<file path="src/pkg/fssc_pkg.sv">
// Purpose: Shared constants and types for the single-store conversion datapath
// Assumes: Register values are held in 64-bit double format, bit 0 of the
//          format being the most significant bit ([63] here)
// Notes:   Field positions are given in [msb:lsb] vector terms
package fssc_pkg;

    // =====================================================================
    // Widths
    localparam int SRC_W = 64;
    localparam int WORD_W = 32;
    localparam int EXP_W = 11;
    localparam int FRAC_W = 52;
    localparam int SIG_W = 53;
    localparam int UEXP_W = 13;

    // =====================================================================
    // Field positions in the 64-bit source
    localparam int SRC_SIGN_BIT = 63;
    localparam int SRC_EXP_HI = 62;
    localparam int SRC_EXP_LO = 52;
    localparam int SRC_FRAC_HI = 51;
    localparam int SRC_MAG_HI = 62;
    // Direct path: top two bits, then a 30-bit slice
    localparam int DIR_TOP_HI = 63;
    localparam int DIR_TOP_LO = 62;
    localparam int DIR_MID_HI = 58;
    localparam int DIR_MID_LO = 29;
    // Integer word: the low half of the entry
    localparam int INT_WORD_HI = 31;

    // =====================================================================
    // Field positions in the 32-bit store word and the shifted significand
    localparam int WORD_SIGN_BIT = 31;
    localparam int WORD_EXP_HI = 30;
    localparam int WORD_EXP_LO = 23;
    localparam int WORD_FRAC_HI = 22;
    localparam int SIG_TAKE_HI = 51;
    localparam int SIG_TAKE_LO = 29;

    // =====================================================================
    // Exponent thresholds on the unsigned biased field, then the signed bias and unbiased single minimum
    localparam logic [EXP_W-1:0] EXP_DIRECT_ABOVE = 11'h0380;  // 896
    localparam logic [EXP_W-1:0] EXP_DENORM_LOW = 11'h036A;    // 874
    localparam logic signed [UEXP_W-1:0] EXP_BIAS = 13'sh03FF;  // 1023
    localparam logic signed [UEXP_W-1:0] EXP_MIN_SINGLE = -13'sh007E; // -126
    localparam logic [7:0] WORD_EXP_ZERO = 8'h00;

    // =====================================================================
    // Store operation forms
    typedef enum logic [1:0] {
        FSSC_OP_SINGLE,
        FSSC_OP_DOUBLE,
        FSSC_OP_INT_WORD
    } fssc_op_t;

    // Request from the register file side
    typedef struct packed {
        fssc_op_t op;
        logic [SRC_W-1:0] source_fp_register;
    } fssc_req_t;

    // Answer to the store data path; word forms sit in the low 32 bits
    typedef struct packed {
        logic [SRC_W-1:0] data;
        logic is_word;
        logic undefined;
        logic illegal;
    } fssc_rsp_t;

endpackage : fssc_pkg

</file>
<file path="src/verilog/fssc_store_convert.sv">
// Purpose: Converts a register value into the data written by a floating-point store
// Assumes: One request per cycle may be offered; answer follows one clock later
// Notes:   Undefined-range operands yield a zero word with the undefined flag set

module fssc_store_convert #(
    parameter bit HAS_INT_WORD = 1'b1
) (
    // Clock and reset
    input wire logic clk,
    input wire logic arst_n,
    // Request from the register file
    input wire logic req_valid,
    input wire fssc_pkg::fssc_req_t req,
    // Answer to the store data path
    output logic rsp_valid_r,
    output fssc_pkg::fssc_rsp_t rsp_r
);
    import fssc_pkg::*;

    // =====================================================================
    // Source field split
    logic src_sign;
    logic [EXP_W-1:0] src_exp;
    logic [FRAC_W-1:0] src_frac;
    logic mag_zero;
    logic take_direct;
    logic take_denorm;

    // Vector msb is format bit 0; exponent compared unsigned
    assign src_sign = req.source_fp_register[SRC_SIGN_BIT];
    assign src_exp = req.source_fp_register[SRC_EXP_HI:SRC_EXP_LO];
    assign src_frac = req.source_fp_register[SRC_FRAC_HI:0];
    assign mag_zero = (req.source_fp_register[SRC_MAG_HI:0] == '0);

    // Path select; oversized values land on the direct path
    assign take_direct = (src_exp > EXP_DIRECT_ABOVE) || mag_zero;
    assign take_denorm = !take_direct && (src_exp >= EXP_DENORM_LOW);

    // =====================================================================
    // Denormalize path
    logic signed [UEXP_W-1:0] exp_unb;
    logic signed [UEXP_W-1:0] shift_amt;
    logic [SIG_W-1:0] sig;
    logic [SIG_W-1:0] sig_shifted;

    // Unbiased exponent and significand with implicit one
    assign exp_unb = $signed({2'b00, src_exp}) - EXP_BIAS;
    assign sig = {1'b1, src_frac};
    // One barrel shift replaces the one-bit loop: the loop runs exactly
    // (-126 - exp) times, which is 1..23 inside this range
    assign shift_amt = EXP_MIN_SINGLE - exp_unb;
    assign sig_shifted = take_denorm ? (sig >> shift_amt[4:0]) : sig;

    // =====================================================================
    // Word assembly
    logic [WORD_W-1:0] word_direct;
    logic [WORD_W-1:0] word_denorm;
    fssc_rsp_t rsp_nxt;

    // Direct bit selection, no saturation
    assign word_direct = {req.source_fp_register[DIR_TOP_HI:DIR_TOP_LO],
                          req.source_fp_register[DIR_MID_HI:DIR_MID_LO]};
    // Sign, zero exponent, shifted fraction bits 1..23
    assign word_denorm = {src_sign, WORD_EXP_ZERO, sig_shifted[SIG_TAKE_HI:SIG_TAKE_LO]};

    // Form select; integer word absent when the option is off
    always_comb begin
        rsp_nxt = '0;
        unique case (req.op)
            FSSC_OP_SINGLE: begin
                rsp_nxt.is_word = 1'b1;
                if (take_direct) begin
                    rsp_nxt.data = {{WORD_W{1'b0}}, word_direct};
                end else if (take_denorm) begin
                    rsp_nxt.data = {{WORD_W{1'b0}}, word_denorm};
                end else begin
                    rsp_nxt.undefined = 1'b1;
                end
            end
            FSSC_OP_DOUBLE: begin
                rsp_nxt.data = req.source_fp_register;
            end
            FSSC_OP_INT_WORD: begin
                rsp_nxt.is_word = 1'b1;
                if (HAS_INT_WORD) begin
                    rsp_nxt.data = {{WORD_W{1'b0}}, req.source_fp_register[INT_WORD_HI:0]};
                end else begin
                    rsp_nxt.illegal = 1'b1;
                end
            end
            default: begin
                rsp_nxt.illegal = 1'b1;
            end
        endcase
    end

    // =====================================================================
    // Output stage: one register so the store data path sees clean data
    always_ff @(posedge clk or negedge arst_n) begin
        if (!arst_n) begin
            rsp_valid_r <= 1'b0;
        end else begin
            rsp_valid_r <= req_valid;
        end
    end

    // Data held only when a request is taken, so it stays stable otherwise
    always_ff @(posedge clk or negedge arst_n) begin
        if (!arst_n) begin
            rsp_r <= '0;
        end else if (req_valid) begin
            rsp_r <= rsp_nxt;
        end
    end
endmodule : fssc_store_convert
</file>
<file path="config.mk">
export PLATFORM = sky130hd
export DESIGN_NAME = fssc_store_convert
export DESIGN_NICKNAME = d
export VERILOG_FILES = /design/src/pkg/fssc_pkg.sv /design/src/verilog/fssc_store_convert.sv
export SDC_FILE = /design/constraint.sdc
export NUM_CORES = 1
export LEC_CHECK = 0
export ABC_AREA = 1
export BUFFER_PORTS_ARGS = -buffer_cell sky130_fd_sc_hd__buf_2
export CAP_MARGIN = 20
export CORE_MARGIN = 8
export CORE_UTILIZATION = 35
export CTS_BUF_LIST = sky130_fd_sc_hd__clkbuf_2
export DETAILED_ROUTE_END_ITERATION = 6
export GPL_ROUTABILITY_DRIVEN = 0
export HOLD_SLACK_MARGIN = 0.03
export PLACE_DENSITY = 0.61
export REMOVE_ABC_BUFFERS = 1
export SLEW_MARGIN = 15
export SYNTH_ARGS = -nofsm -noshare
export SYNTH_HDL_FRONTEND = slang
export SYNTH_SLANG_ARGS = --single-unit
</file>
<file path="constraint.sdc">
create_clock -name clk -period 0.8 [get_ports clk]
set_input_delay 0.16 -clock clk [delete_from_list [all_inputs] [get_ports clk]]
set_output_delay 0.16 -clock clk [all_outputs]
set_load 0.01 [all_outputs]
</file>
=== Word level (Yosys, flattened, before mapping) ===
Index checks and enable logic that the tools add are counted.

* Flip-flop bits (word level): 68
* Input bits: 69
* Output and inout port bits: 68
* Logic and storage cells: 27

* $add $sub $neg: 2
* Magnitude comparators: 2
* Eq/ne operators: 2
* Shift operators: 1
* Mux-type cells: 8
* Reduce and logical (&&, ||, !) cells: 7

{| class="wikitable"
|+ Operator list
! kind !! count
|-
| $pmux W64 S3 || 1
|-
| $mux W32 || 2
|-
| $logic_not A63 Y1 || 1
|-
| $shr A53 B5 Y52 || 1
|-
| $ge A11 B10 Y1 const B || 1
|-
| $gt A11 B10 Y1 const B || 1
|-
| $mux W1 || 5
|-
| $sub A3 B5 Y5 const A || 1
|-
| $sub A5 B5 Y5 const B || 1
|-
| $reduce_or A3 Y1 || 1
|-
| $eq A2 B1 Y1 const B || 1
|-
| $eq A2 B2 Y1 const B || 1
|-
| $logic_not A2 Y1 || 1
|-
| $reduce_or A2 Y1 || 1
|-
| $logic_and A1 B1 Y1 || 1
|-
| $logic_not A1 Y1 || 1
|-
| $logic_or A1 B1 Y1 || 1
|}

=== Depth between registers and ports, before layout ===
Gate-level depths: netlist (run 1).

* Depth in word-level cells: 7
* Depth in mapped cells: 16
* Mapped depth without buffers: 14

=== Worst setup path after synthesis (run 1) ===
No wires, ideal clock.

* Path type: input to register
* Start: in req[53] (netlist name)
* End: reg rsp_r[9] (netlist name)
* Setup time: 66 ps
* Arrival time: 1,796 ps
* Required time: 734 ps
* Slack: -1,061 ps
* Stages: 14
* Buffers on the path: 3
* Cells stage by stage: buf_6 > inv_2 > buf_2 > ha_1 > clkinv_1 > clkbuf_1 > nand2_1 > nor2_1 > nor2_1 > a21oi_1 > nand2_1 > nand2_1 > nand2_1 > nand2_1

* Longest elaborated chain between the ends: 7
* Elaborated cells between the ends (all ways): 12
* Classes of those cells: add/sub: 2; order compare: 2; shift: 1; mux: 3; reduce/logical: 4

{| class="wikitable"
|+ RTL lines
! what !! line !! source
|-
| from (decl) || fssc_store_convert.sv:13 || <nowiki>input wire fssc_pkg::fssc_req_t req,</nowiki>
|-
| parallel branches: the longest is 5 deep, another holds $sub A5 B5 Y5 || -- ||
|-
| $mux W32 (*) || fssc_store_convert.sv:72 || <nowiki>if (take_direct) begin</nowiki>
|-
| $pmux W64 S3 (*) || fssc_store_convert.sv:69 || <nowiki>unique case (req.op)</nowiki>
|-
| to (signal assigned) || fssc_store_convert.sv:112 || <nowiki>rsp_r <= rsp_nxt;</nowiki>
|-
| to (decl) || fssc_store_convert.sv:16 || <nowiki>output fssc_pkg::fssc_rsp_t rsp_r</nowiki>
|}

Every way passes the cells marked *.
A chain may end at the register's enable or synchronous reset.

=== Worst setup path in the final report (run 1) ===
* Start: reg rsp_r[13] (netlist name)
* End: out rsp_r[13] (netlist name)

No word-level cell between the ends.

==> impl_metrics.py, run 1 <==
metrics = {
    "worst_setup_path": {
        "worstPathBufferInverterCount": 1,
        "critical_path.endpoint_type": "output pin",
        "critical_path.max_fanout": 2,
        "worst_path_max_delay_cell": "dfrtp_1",
        "worst_ep_arrival_time_ns": 1.25,
        "worst_setup_path_start_kind": "flip-flop",
        "required_time_worst_endpoint_ns": 0.64,
        "slowest_stage_delay_on_critical_path_ns": 0.48,
        "crit_path_cell_trace": "buf_2",
        "criticalPathCategory": "flip-flop to output pin",
        "timing.reg2reg.setup_slack_ns": -0.08,
        "worst_path_top_cell_family_by_delay": "flip-flops",
    },
    "pwr": {
        "power.ir.vdd_worst_mv": 0.874,
        "total_leakage_power_nw": 4.42,
        "post_layout_total_power_mw": 10.8,
        "power_density_nw_per_um2": 1260,
    },
    "global_route": {
        "gr-total-overflow": 0,
        "grt_pass1_wl_um": 33800,
        "grt_start_max_net_pins": 52,
        "grt.total_usage": 0.239,
        "antenna_found_initial": 0,
        "first_global_vias": 6487,
    },
    "drt": {
        "route.detailed.vias_per_inst": 5.19,
        "drt-total-wl_um": 22100,
        "post_detailed_route_wirelength_per_cell_um": 17.6,
        "ant_nets": 0,
        "drt_pass1_iterations": 5,
        "dr.first_iter.drc_count": 517,
        "route.detailed.drc": 0,
        "dr_vias": 6523,
    },
    "clocking": {
        "cts_num_sinks": 68,
        "clk_transition_reported_paths_ns": 0.22,
        "tritoncts": "built",
        "clockRootBuffer": "clkbuf_2",
        "tritoncts.num_buffers": 9,
        "clockBufferDepth": 2,
        "ctsHtreeMaxLevel": 3,
        "clock_latency_ns": 0.59,
    },
    "timing": {
        "min_period_ns": 1.41,
        "final_max_slew_viol_count": 0,
        "timing_hold_violations_final": 0,
        "finalSetupViolations": 118,
        "clock-skew-final_ns": 0,
        "timing.slew.headroom": 0.708,
        "period_share": 1.76,
        "unrepaired_setup_endpoints_after_global_routing": "true",
        "fmaxAchievable_mhz": 710,
        "setup_ws_ns": -0.608,
        "worst_pin_slew_ns": 0.438,
    },
    "floorplanning": {
        "die_w_um": 132,
        "io-pin-count": 137,
        "fp.dieArea_um2": 17500,
        "start_util": 0.358,
        "floorplan.rows": 42,
        "core_um2": 13200,
        "chipHeight_um": 132,
    },
    "synthesis": {
        "post_synthesis_cells": 701,
        "post_synth_instance_area_um2": 4720,
        "synth_area_leaders": "dfrtp_1, nand2_1, nand3_1, a32o_1, nor2_1",
        "yosysTopAreaCell": "dfrtp_1",
        "synth.distinct_cells": 35,
        "post-synth-top-area-fraction": 0.361,
        "synth.yosys.seq_area_share": 0.361,
        "postSynthAreaPerCell_um2": 6.73,
        "yosysWarningCount": 0,
        "synth_seq_cells": 68,
    },
    "run_status": {
        "status": "complete, but fails checks",
        "violations": "setup timing",
    },
    "cells_and_area": {
        "area_growth_from_synthesis_to_layout_pct": 82.4,
        "fin_nets": 1146,
        "fillers": 1139,
        "mostFrequentLayoutCells": "nand2_1, buf_4, buf_2, nand3_1, dfrtp_1",
        "antennaDiodeCount": 0,
        "layout_commonest_cell": "nand2_1",
        "final_layout_size_suffix_gt1_frac": 0.436,
    },
    "job": {
        "maxCapViolCount": 0,
    },
    "place": {
        "dp.final_hpwl_um": 14400,
        "io_buffers": 136,
        "place_ws_ns": -1.06,
    },
    "worst_hold_path": {
        "hold_class": "primary input to flip-flop",
    },
}
final cells by class:
cell class | instances | area [µm²] | area share
Inverter | 35 | 161 | 0.0188
Clock buffer | 9 | 45.0 | 0.00523
Clock inverter | 7 | 91.3 | 0.0106
Sequential cell | 68 | 1700 | 0.198
Tap cell | 176 | 220 | 0.0256
Multi-Input combinational cell | 558 | 3130 | 0.364
Timing Repair inverter | 2 | 13.8 | 0.00160
Timing Repair Buffer | 401 | 3240 | 0.377
through the flow:
stage / hold slack, ns / instances / utilization / cell area, µm² / TNS, ns
2_1_floorplan: -0.136 / 658 / - / 4500 / -88.04
3_3_place_gp: 0.169 / 1112 / 0.497 / 6560 / -39.99
3_5_place_dp: 0.167 / 1112 / 0.497 / 6560 / -40.17
4_1_cts: 0.0346 / 1225 / 0.608 / 8020 / -54.13
5_1_grt: 0.0577 / 1256 / 0.653 / 8610 / -49.32
6_report: 0.0481 / 1256 / 0.653 / 8610 / -43.58
flip-flops by register name, indices dropped and copies added, names as in the netlist:
| name | flops |
|---|---|
| rsp_r | 67 |
| rsp_valid_r | 1 |
timing repair:
item | CTS | global route
gates cloned | 5 | 2
setup buffers | 24 | 34
endpoints found under the setup margin | 100 | 151
endpoints found under the hold margin | 131 | 0
hold buffers | 68 | 0
pin swaps | 35 | 43
resized for setup | 106 | 84
routing by layer:
| layer | GRT usage | part of all wire | vias to the layer above |
|---|---|---|---|
| met5 | 0 | 0 | - |
| met1 | 0.291 | 0.40 | 3063 |
| met4 | 0.107 | 0.039 | 0 |
| met2 | 0.390 | 0.48 | 292 |
| met3 | 0.0617 | 0.079 | 70 |
| li1 | - | - | 3098 |
power breakdown:
| group | switching [mW] | total (mW) | internal [mW] |
|---|---|---|---|
| clock | 1.44 | 2.45 | 1.01 |
| sequential | 0.187 | 3.91 | 3.72 |
| combinational | 2.29 | 4.45 | 2.16 |
| total | 3.92 | 10.8 | 6.89 |
Yosys cell counts, drive strengths merged:
cell and count:
buf 20, and2 1, clkbuf 23, nand3 133, inv 33, nor2 82, ha 2, a22oi 1
o211ai 1, o22ai 1, or2 2, a21oi 23, dfrtp 68, o21ai 20, nand4 4, a21boi 1
a32o 33, clkinv 2, nor3 2, o21a 1, nand2 248
worst min-delay path, stage by stage:
cell,delay [ns]
buf_2,0.10
dlymetal6s4s_1,0.25
buf_4,0.13
final timing paths:
kind                            from     endpoint  cells past startpoint
max in group asynchronous     arst_n    rsp_r[30]                      4
setup reg to reg            rsp_r[0]     rsp_r[0]                      4
setup / recovery           rsp_r[13]    rsp_r[13]                      1
min in group asynchronous     arst_n    rsp_r[13]                      3
hold reg to reg             rsp_r[6]     rsp_r[6]                      2
hold / removal             req_valid  rsp_valid_r                      3
cell families after synthesis:
| logic type | Yosys count | share of synthesized area |
|---|---|---|
| adder cells (fa/ha/maj) | 2 | 0.00530 |
| buffers and inverters | 78 | 0.0756 |
| AO/OA/AOI/OAI | 81 | 0.133 |
| AND/OR/NAND/NOR | 472 | 0.426 |
| flip-flops | 68 | 0.361 |
No activity file was read; power rests on OpenSTA's default activity.
==> run 2, diff against run 1 <==
- BUFFER_PORTS_ARGS: -buffer_cell sky130_fd_sc_hd__buf_2 -> not set
- CTS_CLUSTER_SIZE: not set -> 12
- DONT_BUFFER_PORTS: not set -> 1
- PLACE_DENSITY: 0.61 -> 0.52
==> run 2 against run 1 <==
Effect of this change:
- the flow finishes with violations (hold timing, setup timing)
- sequential power up 2%
- cell count down 15%
- clock power down 16%
- sequential share of layout area up 1.4 points
- flip-flop and latch count unchanged
- largest power group unchanged
- highest routed layer unchanged
==> impl_metrics.py, run 2 (synthesis gave the netlist of run 1 again) <==
metrics = {
    "run_status": {
        "status": "complete, but fails checks",
        "violations": "hold timing, setup timing",
    },
    "cells_and_area": {
        "final_core_util": 0.611,
        "antennaDiodeCount": 0,
        "mostFrequentLayoutCells": "nand2_1, nand3_1, buf_6, dfrtp_1, buf_4",
        "layout_commonest_cell": "nand2_1",
        "register_ranked_first_by_flip_flop_count": "rsp_r",
        "fillers": 1124,
        "final_layout_size_suffix_gt1_frac": 0.391,
        "largest_register_ffs": 67,
        "final-seq-area_um2": 1700,
        "multi_input_area_um2": 3460,
        "area_growth_from_synthesis_to_layout_pct": 70.7,
        "biggestRegsByFlops": "rsp_r (67), rsp_valid_r (1)",
        "fin_nets": 962,
    },
    "worst_setup_path": {
        "setup.worst_path.end": "rsp_r[1]",
        "worst_path_top_cell_family_by_delay": "flip-flops",
        "crit_path_cell_trace": "buf_6",
        "worst_ep_arrival_time_ns": 1.20,
        "worst_setup_path_start_kind": "flip-flop",
        "rr_worst_depth": 2,
        "required_time_worst_endpoint_ns": 0.64,
        "worstPathBufferInverterCount": 1,
        "setup.worst_path.start": "rsp_r[1]",
        "critical_path.endpoint_type": "output pin",
        "r2r_end": "rsp_r[42]",
        "reg2reg_from": "rsp_r[42]",
        "timing.reg2reg.setup_slack_ns": -0.07,
        "critical_path.max_fanout": 2,
        "slowest_stage_delay_on_critical_path_ns": 0.47,
        "worst_path_max_delay_cell": "dfrtp_1",
        "criticalPathCategory": "flip-flop to output pin",
        "worstSetupPathDepth": 1,
    },
    "timing": {
        "final.hold.worst_slack_ns": -0.783,
        "unrepaired_setup_endpoints_after_global_routing": "true",
        "period_share": 1.70,
        "worst_pin_slew_ns": 0.342,
        "timing_hold_violations_final": 104,
        "finalSetupTns_ns": -37.93,
        "fmaxAchievable_mhz": 734,
        "timing.slew.headroom": 0.772,
        "clock-skew-final_ns": 0,
        "finalSetupViolations": 119,
        "min_period_ns": 1.36,
        "setup_ws_ns": -0.562,
        "final_max_slew_viol_count": 0,
    },
    "drt": {
        "dr_vias": 6005,
        "drt-total-wl_um": 21800,
        "ant_nets": 0,
        "post_detailed_route_wirelength_per_cell_um": 20.4,
        "route.detailed.drc": 0,
        "route.detailed.vias_per_inst": 5.60,
        "drt_pass1_iterations": 7,
        "dr.first_iter.drc_count": 526,
    },
    "floorplanning": {
        "chipHeight_um": 132,
        "floorplan.rows": 42,
        "fp.dieArea_um2": 17500,
        "start_util": 0.358,
        "core_um2": 13200,
        "io-pin-count": 137,
        "die_w_um": 132,
    },
    "place": {
        "io_buffers": 0,
        "dp.final_hpwl_um": 13000,
    },
    "pwr": {
        "total_leakage_power_nw": 3.79,
        "power_density_nw_per_um2": 1260,
        "power.ir.vdd_worst_mv": 1.23,
    },
    "job": {
        "maxCapViolCount": 0,
    },
    "clocking": {
        "clockRootBuffer": "clkbuf_2",
        "cts_num_sinks": 68,
        "ctsHtreeMaxLevel": 3,
        "clk_transition_reported_paths_ns": 0.21,
        "tritoncts.num_buffers": 9,
        "clockBufferDepth": 2,
        "clock_latency_ns": 0.59,
        "tritoncts": "built",
    },
    "global_route": {
        "grt_pass1_wl_um": 31600,
        "grt.total_usage": 0.226,
        "antenna_found_initial": 0,
        "grt_start_max_net_pins": 69,
        "first_global_vias": 5807,
        "gr-total-overflow": 0,
    },
    "worst_hold_path": {
        "hold_class": "primary input to async pin",
    },
}
-- run 2: cell types whose count changed in the layout (fill, tap and decap cells not counted), sizes merged --
cell / delta
buf: -179
bufinv: -1
clkbuf: +2
clkinv: +3
clkinvlp: -2
dlygate4sd3: -9
dlymetal6s2s: +1
dlymetal6s4s: +2
inv: -1
-- run 2: per-stage QoR --
stage / std cells / cell area [µm²] / total power, mW / hold slack, ns / setup WS, ns
after floorplan: 658 / 4500 / 5.37 / -0.136 / -1.84
after global placement: 938 / 5620 / 6.39 / -0.133 / -0.821
after detailed placement: 938 / 5620 / 6.41 / -0.133 / -0.838
after CTS: 1037 / 7200 / 9.55 / -0.823 / -0.598
after global routing: 1072 / 8050 / 10.6 / -0.835 / -0.623
final: 1072 / 8050 / 10.1 / -0.783 / -0.562
-- run 2: repair_timing --
action / 4_1_cts / 5_1_grt
setup buffers: 17 / 33
pin swaps: 55 / 85
gates cloned: 7 / 5
hold buffers: 59 / 4
endpoints found under the hold margin: 136 / 108
resized for setup: 156 / 150
endpoints found under the setup margin: 98 / 115
-- run 2: layer usage --
metal | wire, µm | track usage | up-vias
met3 | 2130 | 0.0716 | 60
met5 | 0 | 0 | -
met1 | 8030 | 0.257 | 2867
met2 | 10600 | 0.376 | 338
met4 | 1080 | 0.111 | 0
li1 | - | - | 2740
-- run 2: worst min path at each step --
stage / slack (ns) / start / depth (start not counted) / end
3_3_place_gp: -0.13 / arst_n / 0 / rsp_r[65]
2_1_floorplan: -0.14 / arst_n / 0 / rsp_r[0]
5_1_grt: -0.83 / arst_n / 0 / rsp_r[47]
3_5_place_dp: -0.13 / arst_n / 0 / rsp_r[61]
6_report: -0.78 / arst_n / 0 / rsp_r[1]
4_1_cts: -0.82 / arst_n / 0 / rsp_r[1]
-- run 2: layout make-up --
type / instances / area share
tap: 176 / 0.0273
inverter: 35 / 0.0196
multi-input combinational: 558 / 0.429
timing repair buffer: 218 / 0.297
timing repair inverter: 1 / 0.00140
clock buffer: 9 / 0.00559
clock inverter: 7 / 0.00839
sequential: 68 / 0.211
-- run 2: power breakdown --
group	leakage [nW]	total [mW]	internal, mW	switching, mW
sequential	0.877	3.99	3.72	0.270
combinational	2.85	4.07	2.01	2.06
clock	0.0669	2.07	0.704	1.36
